--- config.mk ---
export PLATFORM = sky130hd
export DESIGN_NAME = drcb_top
export DESIGN_NICKNAME = d
export VERILOG_FILES = /design/src/drcb_pkg.sv /design/src/drcb_stream_if.sv /design/src/drcb_top.sv /design/src/drcb_fifo2.sv
export SDC_FILE = /design/constraint.sdc
export NUM_CORES = 1
export LEC_CHECK = 0
export BUFFER_PORTS_ARGS = -buffer_cell sky130_fd_sc_hd__clkbuf_2
export CAP_MARGIN = 0
export CORE_ASPECT_RATIO = 1.75
export CORE_MARGIN = 5
export CORE_UTILIZATION = 52
export CTS_CLUSTER_DIAMETER = 60
export CTS_CLUSTER_SIZE = 24
export DETAILED_ROUTE_END_ITERATION = 16
export MAX_ROUTING_LAYER = met4
export PLACE_DENSITY = 0.86
export SYNTH_ARGS = -nofsm -noshare
export SYNTH_HDL_FRONTEND = slang
export SYNTH_SLANG_ARGS = --single-unit
--- constraint.sdc ---
create_clock -name sys_clk -period 10.4 [get_ports sys_clk]
set_clock_uncertainty 0.2 [all_clocks]
set_input_delay 1.56 -clock sys_clk [delete_from_list [all_inputs] [get_ports sys_clk]]
set_output_delay 1.56 -clock sys_clk [all_outputs]
set_load 0.01 [all_outputs]
--- src/drcb_pkg.sv ---
// constants and types shared by the registered command buffer files
// assumes: sys_clk at 250 MHz; input column indices follow pin rows 1..14
//
// Behaviour
// - capture every active data input on each rising edge of the link clock (here an edge is dropped while two words fill the buffer)
// - fanout strap low gives 25 bits one-to-one, high gives 14 bits one-to-two
// - in one-to-two, bank strap picks arrangement A when low, B when high
// - one-to-one mode drives the three unused last-column outputs low
// - device reset acts asynchronously, no timing to the clock needed
// - while device reset is low, all registers clear and all outputs are low
// - while device reset is low, input receivers ignore data, clock and selects
// - after reset rises, outputs stay low until receivers are fully enabled
// - both chip selects high freeze gated outputs; otherwise gated outputs load
// - reset overrides chip-select freezing and forces outputs low
// - clock enable, termination and chip select outputs load on every edge (here on each word drained from the buffer)
// - gated inputs are all positions except the three control positions
// - only outputs tied to gated inputs are frozen by chip selects
// - one-to-one: input n drives output n; controls at 1, 4, 7
// - one-to-two A: input n drives both copies; controls at 1, 4, 7
// - one-to-two B: clock enable at 14, termination at 11, select at 7
// - unused positions ignore their inputs and hold their outputs low
// - two widths and fan-outs: 25 by one, or 14 by two
package drcb_pkg;
  // ==========================================================
  // geometry
  localparam int COL_W = 14;
  localparam int IN_W = 28;
  localparam int WORD_W = 29;
  // ==========================================================
  // position masks, bit i is row position i+1
  localparam logic [13:0] ALL_MASK = 14'h3fff;
  localparam logic [13:0] COL2_USED_MASK = 14'h3fb6; // column two minus the three pads
  localparam logic [13:0] GATE_A_MASK = 14'h3fb6; // controls at 1, 4, 7
  localparam logic [13:0] GATE_B_MASK = 14'h1bbf; // controls at 7, 11, 14
  localparam int CS_POS = 6; // chip select row, all modes
  // ==========================================================
  // timing
  localparam int CLK_PERIOD_PS = 4000;
  localparam int RX_ACT_PS = 10000; // receiver activation time
  localparam int RX_ACT_CYC = (RX_ACT_PS + CLK_PERIOD_PS - 1) / CLK_PERIOD_PS;
  // ==========================================================
  // reset values
  localparam logic [13:0] OUT_RESET = 14'h0000;
  // ==========================================================
  // types
  typedef struct packed {
    logic holdReq; // both chip selects were high at capture
    logic [27:0] bits; // masked column two & column one
  } drcb_word_t;

  typedef struct packed {
    logic [1:0] rstPipe;
    logic [2:0] actCnt;
    logic rxOn;
    logic clkMeta;
    logic clkSync;
    logic clkPrev;
    logic [27:0] dataMeta;
    logic [27:0] dataSync;
    logic sel2Meta;
    logic sel2Sync;
    logic [1:0] strapMeta;
    logic [1:0] strapSync;
    logic [13:0] copyA;
    logic [13:0] copyB;
    logic wordValid;
    logic captureReady;
  } drcb_core_t;
endpackage : drcb_pkg

--- src/drcb_stream_if.sv ---
// valid/ready word channel between capture, buffer and output stage
// assumes: one clock domain, word taken when valid and ready are both high
`timescale 1ns/10ps
`default_nettype none
interface drcb_stream_if #(parameter int W = 29);
  logic valid;
  logic ready;
  logic [W-1:0] data;
  modport src (output valid, output data, input ready);
  modport snk (input valid, input data, output ready);
endinterface : drcb_stream_if
`default_nettype wire

--- src/drcb_top.sv ---
// registered command/address buffer, 25 by one or 14 by two
// assumes: link clock and pins arrive asynchronously and are oversampled by sys_clk
`timescale 1ns/10ps
`default_nettype none
module drcb_top (
  input wire logic sys_clk,
  input wire logic rst,
  input wire logic deviceResetN,
  input wire logic linkClk,
  input wire logic [27:0] dataIn,
  input wire logic secondChipSelectInN,
  input wire logic fanoutSelect,
  input wire logic abBankSelect,
  input wire logic loadReady,
  output logic [13:0] copyAOut,
  output logic [13:0] copyBOut,
  output logic wordValid,
  output logic captureReady
);
  drcb_pkg::drcb_core_t st_r;
  drcb_pkg::drcb_core_t st_nxt;
  logic arst;
  logic clkRise;
  logic oneToTwo;
  logic bankB;
  logic [13:0] gateCol1;
  logic [13:0] gateColB;
  logic [13:0] outMaskB;
  logic [27:0] usedMask;
  logic [13:0] newA;
  logic [13:0] newB;
  logic popFire;
  drcb_pkg::drcb_word_t capWord;
  drcb_pkg::drcb_word_t outWord;

  drcb_stream_if #(.W(drcb_pkg::WORD_W)) capIf ();
  drcb_stream_if #(.W(drcb_pkg::WORD_W)) outIf ();

  // ==========================================================
  // reset: either the core reset or the device pin clears everything at once
  assign arst = rst | ~deviceResetN;

  // ==========================================================
  // strap decode, applied straight to the mapping
  assign oneToTwo = st_r.strapSync[1];
  assign bankB = st_r.strapSync[0];

  // gated positions of column one and of the second output column
  always_comb begin
    if (oneToTwo && bankB) begin
      gateCol1 = drcb_pkg::GATE_B_MASK;
    end else begin
      gateCol1 = drcb_pkg::GATE_A_MASK;
    end
    if (oneToTwo) begin
      gateColB = gateCol1;
      outMaskB = drcb_pkg::ALL_MASK;
      usedMask = {14'h0000, drcb_pkg::ALL_MASK};
    end else begin
      gateColB = drcb_pkg::COL2_USED_MASK;
      outMaskB = drcb_pkg::COL2_USED_MASK;
      usedMask = {drcb_pkg::COL2_USED_MASK, drcb_pkg::ALL_MASK};
    end
  end

  // ==========================================================
  // capture side: rising link clock edge seen after the synchronisers
  assign clkRise = st_r.clkSync && !st_r.clkPrev;
  // freeze flag when both select pins stand high, then the masked word
  assign capWord = {st_r.dataSync[drcb_pkg::CS_POS] && st_r.sel2Sync, st_r.dataSync & usedMask};
  assign capIf.valid = clkRise && st_r.rxOn;
  assign capIf.data = capWord;

  // two-entry buffer between capture and output register
  drcb_fifo2 #(
    .W(drcb_pkg::WORD_W)
  ) u_buf (
    .sys_clk(sys_clk),
    .arst(arst),
    .fillSide(capIf),
    .drainSide(outIf)
  );

  // ==========================================================
  // output side: loads drain only while the load side is ready
  assign outIf.ready = loadReady;
  assign popFire = outIf.valid && loadReady;
  assign outWord = outIf.data;
  assign newA = outWord.bits[13:0];
  assign newB = oneToTwo ? outWord.bits[13:0] : outWord.bits[27:14];

  // ==========================================================
  // next-state logic for synchronisers, receiver enable and outputs
  always_comb begin
    st_nxt = st_r;
    // reset release and receiver activation
    st_nxt.rstPipe = {st_r.rstPipe[0], 1'b1};
    if (st_r.rstPipe[1] && !st_r.rxOn) begin
      if (st_r.actCnt == 3'(drcb_pkg::RX_ACT_CYC - 1)) begin
        st_nxt.rxOn = 1'b1;
      end else begin
        st_nxt.actCnt = st_r.actCnt + 3'h1;
      end
    end
    // two-flop synchronisers, the first stage feeds only the second
    st_nxt.clkMeta = linkClk;
    st_nxt.clkSync = st_r.clkMeta;
    st_nxt.clkPrev = st_r.clkSync;
    st_nxt.dataMeta = dataIn;
    st_nxt.dataSync = st_r.dataMeta;
    st_nxt.sel2Meta = secondChipSelectInN;
    st_nxt.sel2Sync = st_r.sel2Meta;
    st_nxt.strapMeta = {fanoutSelect, abBankSelect};
    st_nxt.strapSync = st_r.strapMeta;
    // output registers load from the buffer, else hold
    st_nxt.wordValid = popFire;
    st_nxt.captureReady = capIf.ready && st_r.rxOn;
    if (popFire) begin
      if (outWord.holdReq) begin
        st_nxt.copyA = (st_r.copyA & gateCol1) | (newA & ~gateCol1);
        st_nxt.copyB = ((st_r.copyB & gateColB) | (newB & ~gateColB)) & outMaskB;
      end else begin
        st_nxt.copyA = newA;
        st_nxt.copyB = newB & outMaskB;
      end
    end else begin
      st_nxt.copyA = st_r.copyA;
      st_nxt.copyB = st_r.copyB & outMaskB;
    end
  end

  // ==========================================================
  // single state register, cleared without the clock
  always_ff @(posedge sys_clk or posedge arst) begin
    if (arst) begin
      st_r <= '0;
    end else begin
      st_r <= st_nxt;
    end
  end

  // ==========================================================
  // outputs straight from the state register
  assign copyAOut = st_r.copyA;
  assign copyBOut = st_r.copyB;
  assign wordValid = st_r.wordValid;
  assign captureReady = st_r.captureReady;

  // ==========================================================
  // checks
  chk_reset_forces_low: assert property (@(posedge sys_clk) disable iff (rst)
    !deviceResetN |-> (copyAOut == drcb_pkg::OUT_RESET) && (copyBOut == drcb_pkg::OUT_RESET)
      && !wordValid) else $error("outputs not low in reset");

  chk_pad_low: assert property (@(posedge sys_clk) disable iff (arst)
    (!oneToTwo && $past(!oneToTwo)) |-> (copyBOut[0] == 1'b0) && (copyBOut[3] == 1'b0)
      && (copyBOut[6] == 1'b0)) else $error("one-to-one pad driven high");

  chk_copies_match: assert property (@(posedge sys_clk) disable iff (arst)
    (wordValid && oneToTwo && $past(oneToTwo) && $past(oneToTwo, 2)) |-> (copyAOut == copyBOut))
    else $error("one-to-two copies differ");

  chk_gated_freeze: assert property (@(posedge sys_clk) disable iff (arst)
    (popFire && outWord.holdReq && $stable(st_r.strapSync))
      |=> ((copyAOut & gateCol1) == $past(copyAOut & gateCol1)))
    else $error("gated output changed while both selects high");

  chk_gated_load: assert property (@(posedge sys_clk) disable iff (arst)
    (popFire && !outWord.holdReq) |=> (copyAOut == $past(newA)))
    else $error("gated output missed a load");

  chk_control_load: assert property (@(posedge sys_clk) disable iff (arst)
    popFire |=> ((copyAOut & ~gateCol1) == ($past(newA) & ~gateCol1)))
    else $error("control output frozen");

  chk_rx_wait: assert property (@(posedge sys_clk) disable iff (arst)
    !st_r.rxOn |-> !capIf.valid) else $error("capture before receivers enabled");

  chk_rx_release_time: assert property (@(posedge sys_clk) disable iff (arst)
    $rose(st_r.rstPipe[1]) |-> !st_r.rxOn [*3] ##1 st_r.rxOn)
    else $error("receiver enable time wrong");

  chk_edge_capture: assert property (@(posedge sys_clk) disable iff (arst)
    (clkRise && st_r.rxOn && !outIf.valid) |=> outIf.valid && (outIf.data == $past(capIf.data)))
    else $error("rising edge not captured");

  chk_idle_hold: assert property (@(posedge sys_clk) disable iff (arst)
    (!popFire && $stable(st_r.strapSync)) |=> $stable(copyAOut))
    else $error("output moved without a load");

  chk_unused_ignored: assert property (@(posedge sys_clk) disable iff (arst)
    (capIf.valid && oneToTwo) |-> (capWord.bits[27:14] == 14'h0000))
    else $error("unused column captured");

  chk_b_controls: assert property (@(posedge sys_clk) disable iff (arst)
    (popFire && outWord.holdReq && oneToTwo && bankB && $stable(st_r.strapSync))
      |=> (copyAOut[13] == $past(newA[13])) && (copyAOut[10] == $past(newA[10]))
      && (copyAOut[0] == $past(copyAOut[0])))
    else $error("arrangement B control positions wrong");
endmodule : drcb_top
`default_nettype wire

--- src/drcb_fifo2.sv ---
// two-entry word buffer with valid/ready on both sides
// assumes: synchronous to sys_clk, cleared by the combined async reset
`timescale 1ns/10ps
`default_nettype none
module drcb_fifo2 #(
  parameter int W = 29
) (
  input wire logic sys_clk,
  input wire logic arst,
  drcb_stream_if.snk fillSide,
  drcb_stream_if.src drainSide
);
  typedef struct packed {
    logic [1:0][W-1:0] mem;
    logic wrPtr;
    logic rdPtr;
    logic [1:0] count;
  } drcb_fifo_t;

  drcb_fifo_t st_r;
  drcb_fifo_t st_nxt;
  logic pushFire;
  logic popFire;

  // ==========================================================
  // handshakes
  assign fillSide.ready = (st_r.count != 2'h2);
  assign drainSide.valid = (st_r.count != 2'h0);
  assign drainSide.data = st_r.mem[st_r.rdPtr];
  assign pushFire = fillSide.valid && fillSide.ready;
  assign popFire = drainSide.valid && drainSide.ready;

  // next state of pointers and storage
  always_comb begin
    st_nxt = st_r;
    if (pushFire) begin
      st_nxt.mem[st_r.wrPtr] = fillSide.data;
      st_nxt.wrPtr = ~st_r.wrPtr;
    end
    if (popFire) begin
      st_nxt.rdPtr = ~st_r.rdPtr;
    end
    case ({pushFire, popFire})
      2'b10: st_nxt.count = st_r.count + 2'h1;
      2'b01: st_nxt.count = st_r.count - 2'h1;
      default: st_nxt.count = st_r.count;
    endcase
  end

  // state register
  always_ff @(posedge sys_clk or posedge arst) begin
    if (arst) begin
      st_r <= '0;
    end else begin
      st_r <= st_nxt;
    end
  end

  chk_fifo_bound: assert property (@(posedge sys_clk) disable iff (arst)
    st_r.count <= 2'h2) else $error("buffer count past two");
endmodule : drcb_fifo2
`default_nettype wire

==> flow_summary.yaml, run 1 <==
cells_and_area:
  fin_area_um2: 6550
  antenna_cells: 0
  instances_no_fill: 565
  finalNetCount: 461
  layout-drive-gt1-share_pct: 39.1
  fillers: 784
  syn2layout_area_growth_pct: 15.0
clock_network:
  cts_resized: 0
  cts_tree: "built"
  clk_pin_slew_ps: 60
  clock_sinks: 151
  cts_made_buffers: 17
  holdBufCountCts: 0
  ctsHtreeMaxLevel: 4
  cts_buffer_depth: 2
  cts_setup_buffers: 0
  clock_latency_ps: 410
  cts-root-buf: "clkbuf_16"
power:
  power.switching_uw: 614
  peakVddDrop_mv: 0.160
  p_leak_uw: 0.00315
  power_frac_seq_pct: 42.7
  design_power_total_uw: 2050
  internal_power_uw: 1430
  clockPowerShare_pct: 30.3
  p_sw_share_pct: 30.0
  combPwrFrac_pct: 27.1
  powerDensity_nw_per_um2: 312
drt:
  dr.pass1.iters: 4
  drt_wl_total_um: 9860
  vias: 2940
  drc_errors: 0
  drt-initial-drc-count: 151
  via_per_inst: 5.20
  ant_nets: 0
  wl_per_cell_um: 17.4
yosys:
  synth.most_common_cell: "dfrtp_1"
  synth_nets: 415
  seq_area_frac_synth_pct: 66.4
  synth-seq-cells: 151
  yosysWarningCount: 0
  synth_top_cell_by_area: "dfrtp_1"
  synth_cell_types: 32
  synthCells: 376
  syn_avg_cell_area_um2: 15.1
  synthTopCellsByCount: "dfrtp_1, mux2_2, mux2i_1"
  ys_top_cells_by_area: "dfrtp_1, mux2_2, mux2i_1, buf_4, nor2b_1"
  synthFlopType: "dfrtp_1"
  synth_edf_count: 0
  synth_top_area_share_pct: 66.4
  syn_area_um2: 5690
  async_flop_share_pct: 100
floorplan:
  start_util_pct: 53.2
  dieArea_um2: 13200
  num_rows: 50
  fp.dieW_um: 89.1
  io_pins: 66
  core-area_um2: 10700
  fp.dieH_um: 148
timing:
  finalHoldViolations: 0
  layout_min_cycle_time_ps: 3190
  clock.fmax_mhz: 313
  fin_ws_ps: 7210
  setup_tns_ps: 0
  tightest_slew_ps: 1120
  finalCritPeriodShare_pct: 30.7
  drv_slew: 0
  finalSetupViolations: 0
  relSlewSlack_pct: 25.6
  rsz0062_at_grt: "false"
global_route:
  grt_pass1_wl_um: 16500
  grt_max_degree: 94
  grt-ovfl-total: 0
  grt_pass1_vias: 3325
  track_usage_pct: 17.1
  antenna_found_initial: 0
critical_path:
  arrival_ps: 3350
  required_ps: 10560
  rrSetupSlack_ps: 7960
  crit_type: "in2async"
  worst_path_most_repeated_cell: "buf_4"
  worstPathCellList: "clkbuf_2 -> nor2b_4 -> buf_4 -> buf_4"
  critPathTopFamily: "buffers and inverters"
  cp_num_buf_inv: 3
  end_kind: "asynchronous set/reset pin"
  r2r_start: "st_nxt[92]"
  cp_max_fo: 93
  slowest_delay_ps: 950
  crit_slowest_cell: "buf_4"
  critPathLaunch: "rst"
  cp-start-kind: "primary input"
placed_design:
  port_buffers: 62
  dpl-instance-area_um2: 5930
  dp_hpwl_um: 6100
  gp_congestion: 0.714
  placed_cells: 533
  dpl_worst_slack_ps: 6690
run_status:
  status: "finished clean"
hold_path:
  min_from: "st_nxt[42]"
  hp-class: "reg2reg"
job:
  maxCapViolCount: 0
per-stage QoR:
| step | hold slack (ps) | util [%] |
|---|---|---|
| after floorplan | 131 | - |
| after global placement | 131 | 55.5 |
| after detailed placement | 135 | 55.5 |
| after CTS | 143 | 61.2 |
| after global routing | 147 | 61.2 |
| final | 141 | 61.2 |
power by group through the flow:
stage / logic, uW / registers [uW] / clock network [uW]
6_report: 553 / 873 / 619
5_1_grt: 610 / 893 / 655
4_1_cts: 565 / 872 / 630
3_5_place_dp: 556 / 879 / 0
3_3_place_gp: 527 / 864 / 0
2_1_floorplan: 478 / 848 / 0
cells in the final DEF, fill, tap and decap left out, drive strengths merged, types with 2 or more instances in the layout:
cell / count
nor2: 7
nor3b: 2
xnor2: 5
nand2: 3
bufinv: 3
nor2b: 16
nand3: 2
dfrtp: 151
clkbuf: 81
mux2i: 33
o21a: 2
o211a: 2
buf: 6
mux2: 67
or4: 2
o211ai: 4
ha: 3
clkinvlp: 6
clkinv: 2
a21oi: 19
o2111ai: 2
inv: 8
metal layers:
metal | share of wire, % | global-route usage [%] | wire [um] | vias to the layer above
met5 | 0 | - | 0 | -
met4 | 2.0 | 6.71 | 198 | 0
met2 | 53 | 27.4 | 5260 | 70
li1 | - | - | - | 1360
met3 | 4.8 | 5.71 | 469 | 19
met1 | 40 | 19.6 | 3930 | 1491
cell families (layout without fill, tap and decap cells):
| group | after synthesis | count (layout) | synth area share [%] |
|---|---|---|---|
| other | 1 | 1 | 0.0659 |
| AND/OR/NAND/NOR | 36 | 36 | 4.02 |
| XOR/XNOR | 6 | 6 | 0.923 |
| AO/OA/AOI/OAI | 32 | 32 | 3.52 |
| multiplexers | 100 | 100 | 19.1 |
| flip-flops | 151 | 151 | 66.4 |
| buffers and inverters | 47 | 106 | 5.41 |
| adder cells (fa/ha/maj) | 3 | 3 | 0.659 |
final cells by class:
type | instances | area [um2] | area share (%)
sequential | 151 | 3780 | 57.7
tap | 130 | 163 | 2.48
multi-input combinational | 178 | 1620 | 24.7
clock buffer | 19 | 443 | 6.76
timing repair buffer | 68 | 355 | 5.43
clock inverter | 13 | 170 | 2.60
inverter | 6 | 22.5 | 0.344
path summary, 6_finish.rpt:
path | endpoint | depth (start not counted)
max in group sys_clk | u_buf.st_r[1] | 6
min in group asynchronous | st_nxt[40] | 3
max | bankB | 4
min | st_r[42] | 0
max reg2reg | u_buf.st_r[38] | 3
min reg2reg | st_r[42] | 0
registers in the layout (all words and copies together) (netlist names), named ones only:
| register | cells |
|---|---|
| u_buf.st_r | 56 |
| st_r | 32 |
| st_nxt | 31 |
| copyBOut | 14 |
| copyAOut | 10 |
| bankB | 1 |
| captureReady | 1 |
| oneToTwo | 1 |
| wordValid | 1 |
No activity file was read; power rests on OpenSTA's default activity.
==> run 2, diff against run 1 <==
CORE_UTILIZATION = 57   (was 52)
PLACE_DENSITY = 0.89   (was 0.86)
clock period = 3.27 ns   (was 10.4 ns; I/O delays follow)
==> run 2 against run 1 <==
Against the previous run: sequential power grew to 3.2 times the previous value; non-clock buffer count is 33 higher; largest cell class unchanged; utilization is 9.1 points higher; critical path depth is 2 higher; setup slack worse by 6400 ps; clock power grew to 3.2 times the previous value; combinational power grew to 3.3 times the previous value; wire length is 5.7% higher; total power grew to 3.2 times the previous value; first-iteration DRC count is 14% higher.
==> flow_summary.yaml, run 2 (synthesis results as in run 1) <==
drt:
  wl_per_cell_um: 17.6
  via_per_inst: 5.33
  drt-initial-drc-count: 172
  drc_errors: 0
  dr.pass1.iters: 4
  drt_wl_total_um: 10400
  ant_nets: 0
  vias: 3158
cells_and_area:
  largest-register: "u_buf.st_r"
  syn2layout_area_growth_pct: 21.5
  antenna_cells: 0
  fin_area_um2: 6920
  most-common-layout-cells: "dfrtp_1, mux2_2, clkbuf_2, mux2i_1, dlygate4sd3_1"
  finalNetCount: 494
  utilization_pct: 70.3
  fillers: 630
  layout_commonest_cell: "dfrtp_1"
  instances_no_fill: 593
  layout-drive-gt1-share_pct: 37.2
  largest_reg_flops: 56
global_route:
  grt-ovfl-total: 0
  grt_pass1_vias: 3510
  grt_max_degree: 34
  track_usage_pct: 19.5
  grt_pass1_wl_um: 17600
  antenna_found_initial: 0
clock_network:
  cts_tree: "built"
  clock_latency_ps: 410
  clock_sinks: 151
  cts-root-buf: "clkbuf_16"
  cts_setup_buffers: 0
  cts_made_buffers: 17
  cts_buffer_depth: 2
  ctsHtreeMaxLevel: 4
  clk_pin_slew_ps: 60
floorplan:
  fp.dieH_um: 142
  io_pins: 66
  dieArea_um2: 12200
  core-area_um2: 9850
  num_rows: 48
  start_util_pct: 57.8
  fp.dieW_um: 85.6
timing:
  setup_tns_ps: 0
  rsz0062_at_grt: "false"
  finalCritPeriodShare_pct: 73.8
  finalSetupViolations: 0
  clock.fmax_mhz: 414
  relSlewSlack_pct: 34.0
  tightest_slew_ps: 988
  layout_min_cycle_time_ps: 2410
  drv_slew: 0
  finalHoldViolations: 0
critical_path:
  arrival_ps: 2540
  end_kind: "flip-flop"
  worstPathCellList: "o21ai_2 -> inv_1 -> ha_1 -> xnor2_1 -> nor2_1 -> xor2_1"
  cp_num_buf_inv: 1
  slowest_delay_ps: 450
  required_ps: 3400
  critPathTopFamily: "flip-flops"
  crit_slowest_cell: "dfrtp_1"
  cp.depth: 6
  cp-start-kind: "flip-flop"
  cp_max_fo: 17
  reg2reg_depth: 6
  crit_type: "reg2reg"
placed_design:
  port_buffers: 62
  dpl-instance-area_um2: 6010
  placed_cells: 532
  gp_congestion: 0.754
  dp_hpwl_um: 6500
power:
  power.switching_uw: 1980
  power_frac_seq_pct: 42.2
  internal_power_uw: 4660
  p_leak_uw: 0.00333
  peakVddDrop_mv: 0.577
  combPwrFrac_pct: 27.5
  p_sw_share_pct: 29.8
  powerDensity_nw_per_um2: 958
  clockPowerShare_pct: 30.4
hold_path:
  hp-class: "in2async"
job:
  maxCapViolCount: 0
run_status:
  status: "finished clean"
[run 2: per-stage QoR]
step	power, uW	hold slack, ps	setup WS, ps
2_1_floorplan	4210	131	-417
3_3_place_gp	4430	132	1010
3_5_place_dp	4590	135	900
4_1_cts	6660	134	877
5_1_grt	6970	156	774
6_report	6630	116	856
[run 2: layer usage]
layer | up-vias | global-route usage (%) | share of wire [%]
met5 | - | - | 0
met4 | 0 | 7.59 | 1.7
met3 | 17 | 5.39 | 3.9
met2 | 65 | 33.4 | 56
met1 | 1644 | 21.5 | 38
li1 | 1432 | - | -
[run 2: cell type report]
cell class              instances  area, um2  share of cell area [%]
clock buffers                  19        443                    6.40
clock inverters                13        179                    2.59
inverters                       6       22.5                   0.325
multi-input cells             178       1620                    23.3
flip-flops and latches        151       3780                    54.6
well taps                     125        156                    2.26
repair buffers                101        726                    10.5
[run 2: worst reg2reg max path, stage by stage (launching register included)]
cell and delay [ps]:
dfrtp_1 450, o21ai_2 380, inv_1 420, ha_1 380
xnor2_1 160, nor2_1 160, xor2_1 190
[run 2: worst paths after layout]
check                              startpoint        endpoint  slack (ps)
worst max-delay path            u_buf.st_r[0]   u_buf.st_r[1]         860
worst min-delay path                      rst  u_buf.st_r[37]         120
worst max register to register  u_buf.st_r[0]   u_buf.st_r[1]         860
worst min register to register     st_nxt[57]        st_r[57]         140
max in group asynchronous        deviceResetN  u_buf.st_r[55]        2090
min in group sys_clk               st_nxt[57]        st_r[57]         140
[run 2: repair_timing]
| action | in CTS | in global routing |
|---|---|---|
| hold endpoints to repair | 29 | 0 |
| hold buffers | 29 | 0 |
| resized for setup | 0 | 0 |
[run 2: power groups by stage]
stage	clock, uW	sequential (uW)	combinational, uW
final	2010	2800	1820
after global routing	2120	2860	1990
after CTS	2040	2790	1830
after detailed placement	0	2810	1780
after global placement	0	2750	1680
after floorplan	0	2700	1520
==> run 3, diff against run 2 <==
CORE_UTILIZATION = 52   (was 57)
PLACE_DENSITY = 0.86   (was 0.89)
clock period = 1.96 ns   (was 3.27 ns; I/O delays follow)
==> run 3 against run 2 <==
Against the previous run: sequential power up 66%; wire length up 0.51%; global-route usage down 1.4 points; sequential share of layout area down 0.96 points; largest power group unchanged; design area up 1.8%; total power up 70%; combinational power up 73%.
==> flow_summary.yaml, run 3 (synthesis results as in run 1) <==
run_status:
  status: "finished clean"
cells_and_area:
  largest-register: "u_buf.st_r"
  layout_commonest_cell: "dfrtp_1"
  antenna_cells: 0
  most-common-layout-cells: "dfrtp_1, mux2_2, clkbuf_2, mux2i_1, dlygate4sd3_1"
  largest_reg_flops: 56
  finalNetCount: 502
  syn2layout_area_growth_pct: 23.7
  layout-drive-gt1-share_pct: 37.6
timing:
  layout_min_cycle_time_ps: 1890
  finalSetupViolations: 0
  rsz0062_at_grt: "false"
  finalHoldViolations: 0
  drv_slew: 0
  fin_ws_ps: 73.2
  holdWs_ps: 26.5
  setup_tns_ps: 0
  finalCritPeriodShare_pct: 96.3
  clock.fmax_mhz: 530
global_route:
  antenna_found_initial: 0
  grt-ovfl-total: 0
  grt_pass1_wl_um: 17400
  grt_pass1_vias: 3430
  track_usage_pct: 18.1
  grt_max_degree: 55
floorplan:
  io_pins: 66
  num_rows: 50
  core-area_um2: 10700
  fp.dieW_um: 89.1
  start_util_pct: 53.2
  fp.dieH_um: 148
  dieArea_um2: 13200
drt:
  drt_wl_total_um: 10500
  vias: 3175
  ant_nets: 0
  wl_per_cell_um: 17.3
  drc_errors: 0
  drt-initial-drc-count: 144
  via_per_inst: 5.24
  dr.pass1.iters: 5
critical_path:
  cp_max_fo: 26
  end_kind: "flip-flop"
  required_ps: 2050
  crit_type: "reg2reg"
  cp-start-kind: "flip-flop"
  arrival_ps: 1980
clock_network:
  ctsHtreeMaxLevel: 4
  cts-root-buf: "clkbuf_16"
  clock_sinks: 151
  clock_latency_ps: 410
  cts_made_buffers: 17
  cts_tree: "built"
  cts_setup_buffers: 0
  clk_pin_slew_ps: 60
  cts_buffer_depth: 2
  holdBufCountCts: 32
  cts_resized: 0
placed_design:
  dpl_worst_slack_ps: 81.9
  port_buffers: 62
  dp_hpwl_um: 6540
  gp_congestion: 0.744
hold_path:
  hp-class: "in2reg"
job:
  maxCapViolCount: 0
power:
  peakVddDrop_mv: 0.918
  powerDensity_nw_per_um2: 1600
  design_power_total_uw: 11300
  p_leak_uw: 0.00338
## run 3: final timing paths
path | startpoint | to | slack, ps | cells after the start
setup / recovery | u_buf.st_r[1] | u_buf.st_r[6] | 70 | 4
hold / removal | loadReady | u_buf.st_r[2] | 30 | 3
setup reg to reg | u_buf.st_r[1] | u_buf.st_r[6] | 70 | 4
hold reg to reg | st_nxt[44] | st_r[44] | 140 | 0
max in group asynchronous | rst | st_r[37] | 350 | 4
min in group asynchronous | deviceResetN | st_r[34] | 480 | 4
## run 3: area by class of cell
cell class	instances	area (um2)
clock buffers	22	484
clock inverters	10	168
fillers	714	3650
inverters	6	22.5
multi-input cells	178	1620
flip-flops and latches	151	3780
well taps	130	163
repair buffers	109	806
## run 3: critical path, cell delays in order, from the launching register on
cell and delay (ps):
dfrtp_1 450, nor2b_1 200, nor4b_4 300, buf_12 240, mux2_2 360
## run 3: layer usage
layer	part of all wire [%]	GRT usage, %
met1	39	21.0
met2	54	29.5
met3	4.5	4.77
met4	2.0	7.53
met5	0	-
## run 3: metrics by stage
stage	util [%]	cells	cell area, um2
6_report	65.8	606	7040
5_1_grt	65.8	606	7040
4_1_cts	65.8	606	7040
3_5_place_dp	56.8	542	6070
3_3_place_gp	56.8	542	6070
2_1_floorplan	-	376	5710
## run 3: report_power, final
group          switching, uW  internal [uW]
Clock                   1220           2270
Sequential               570           4090
Combinational           1510           1630
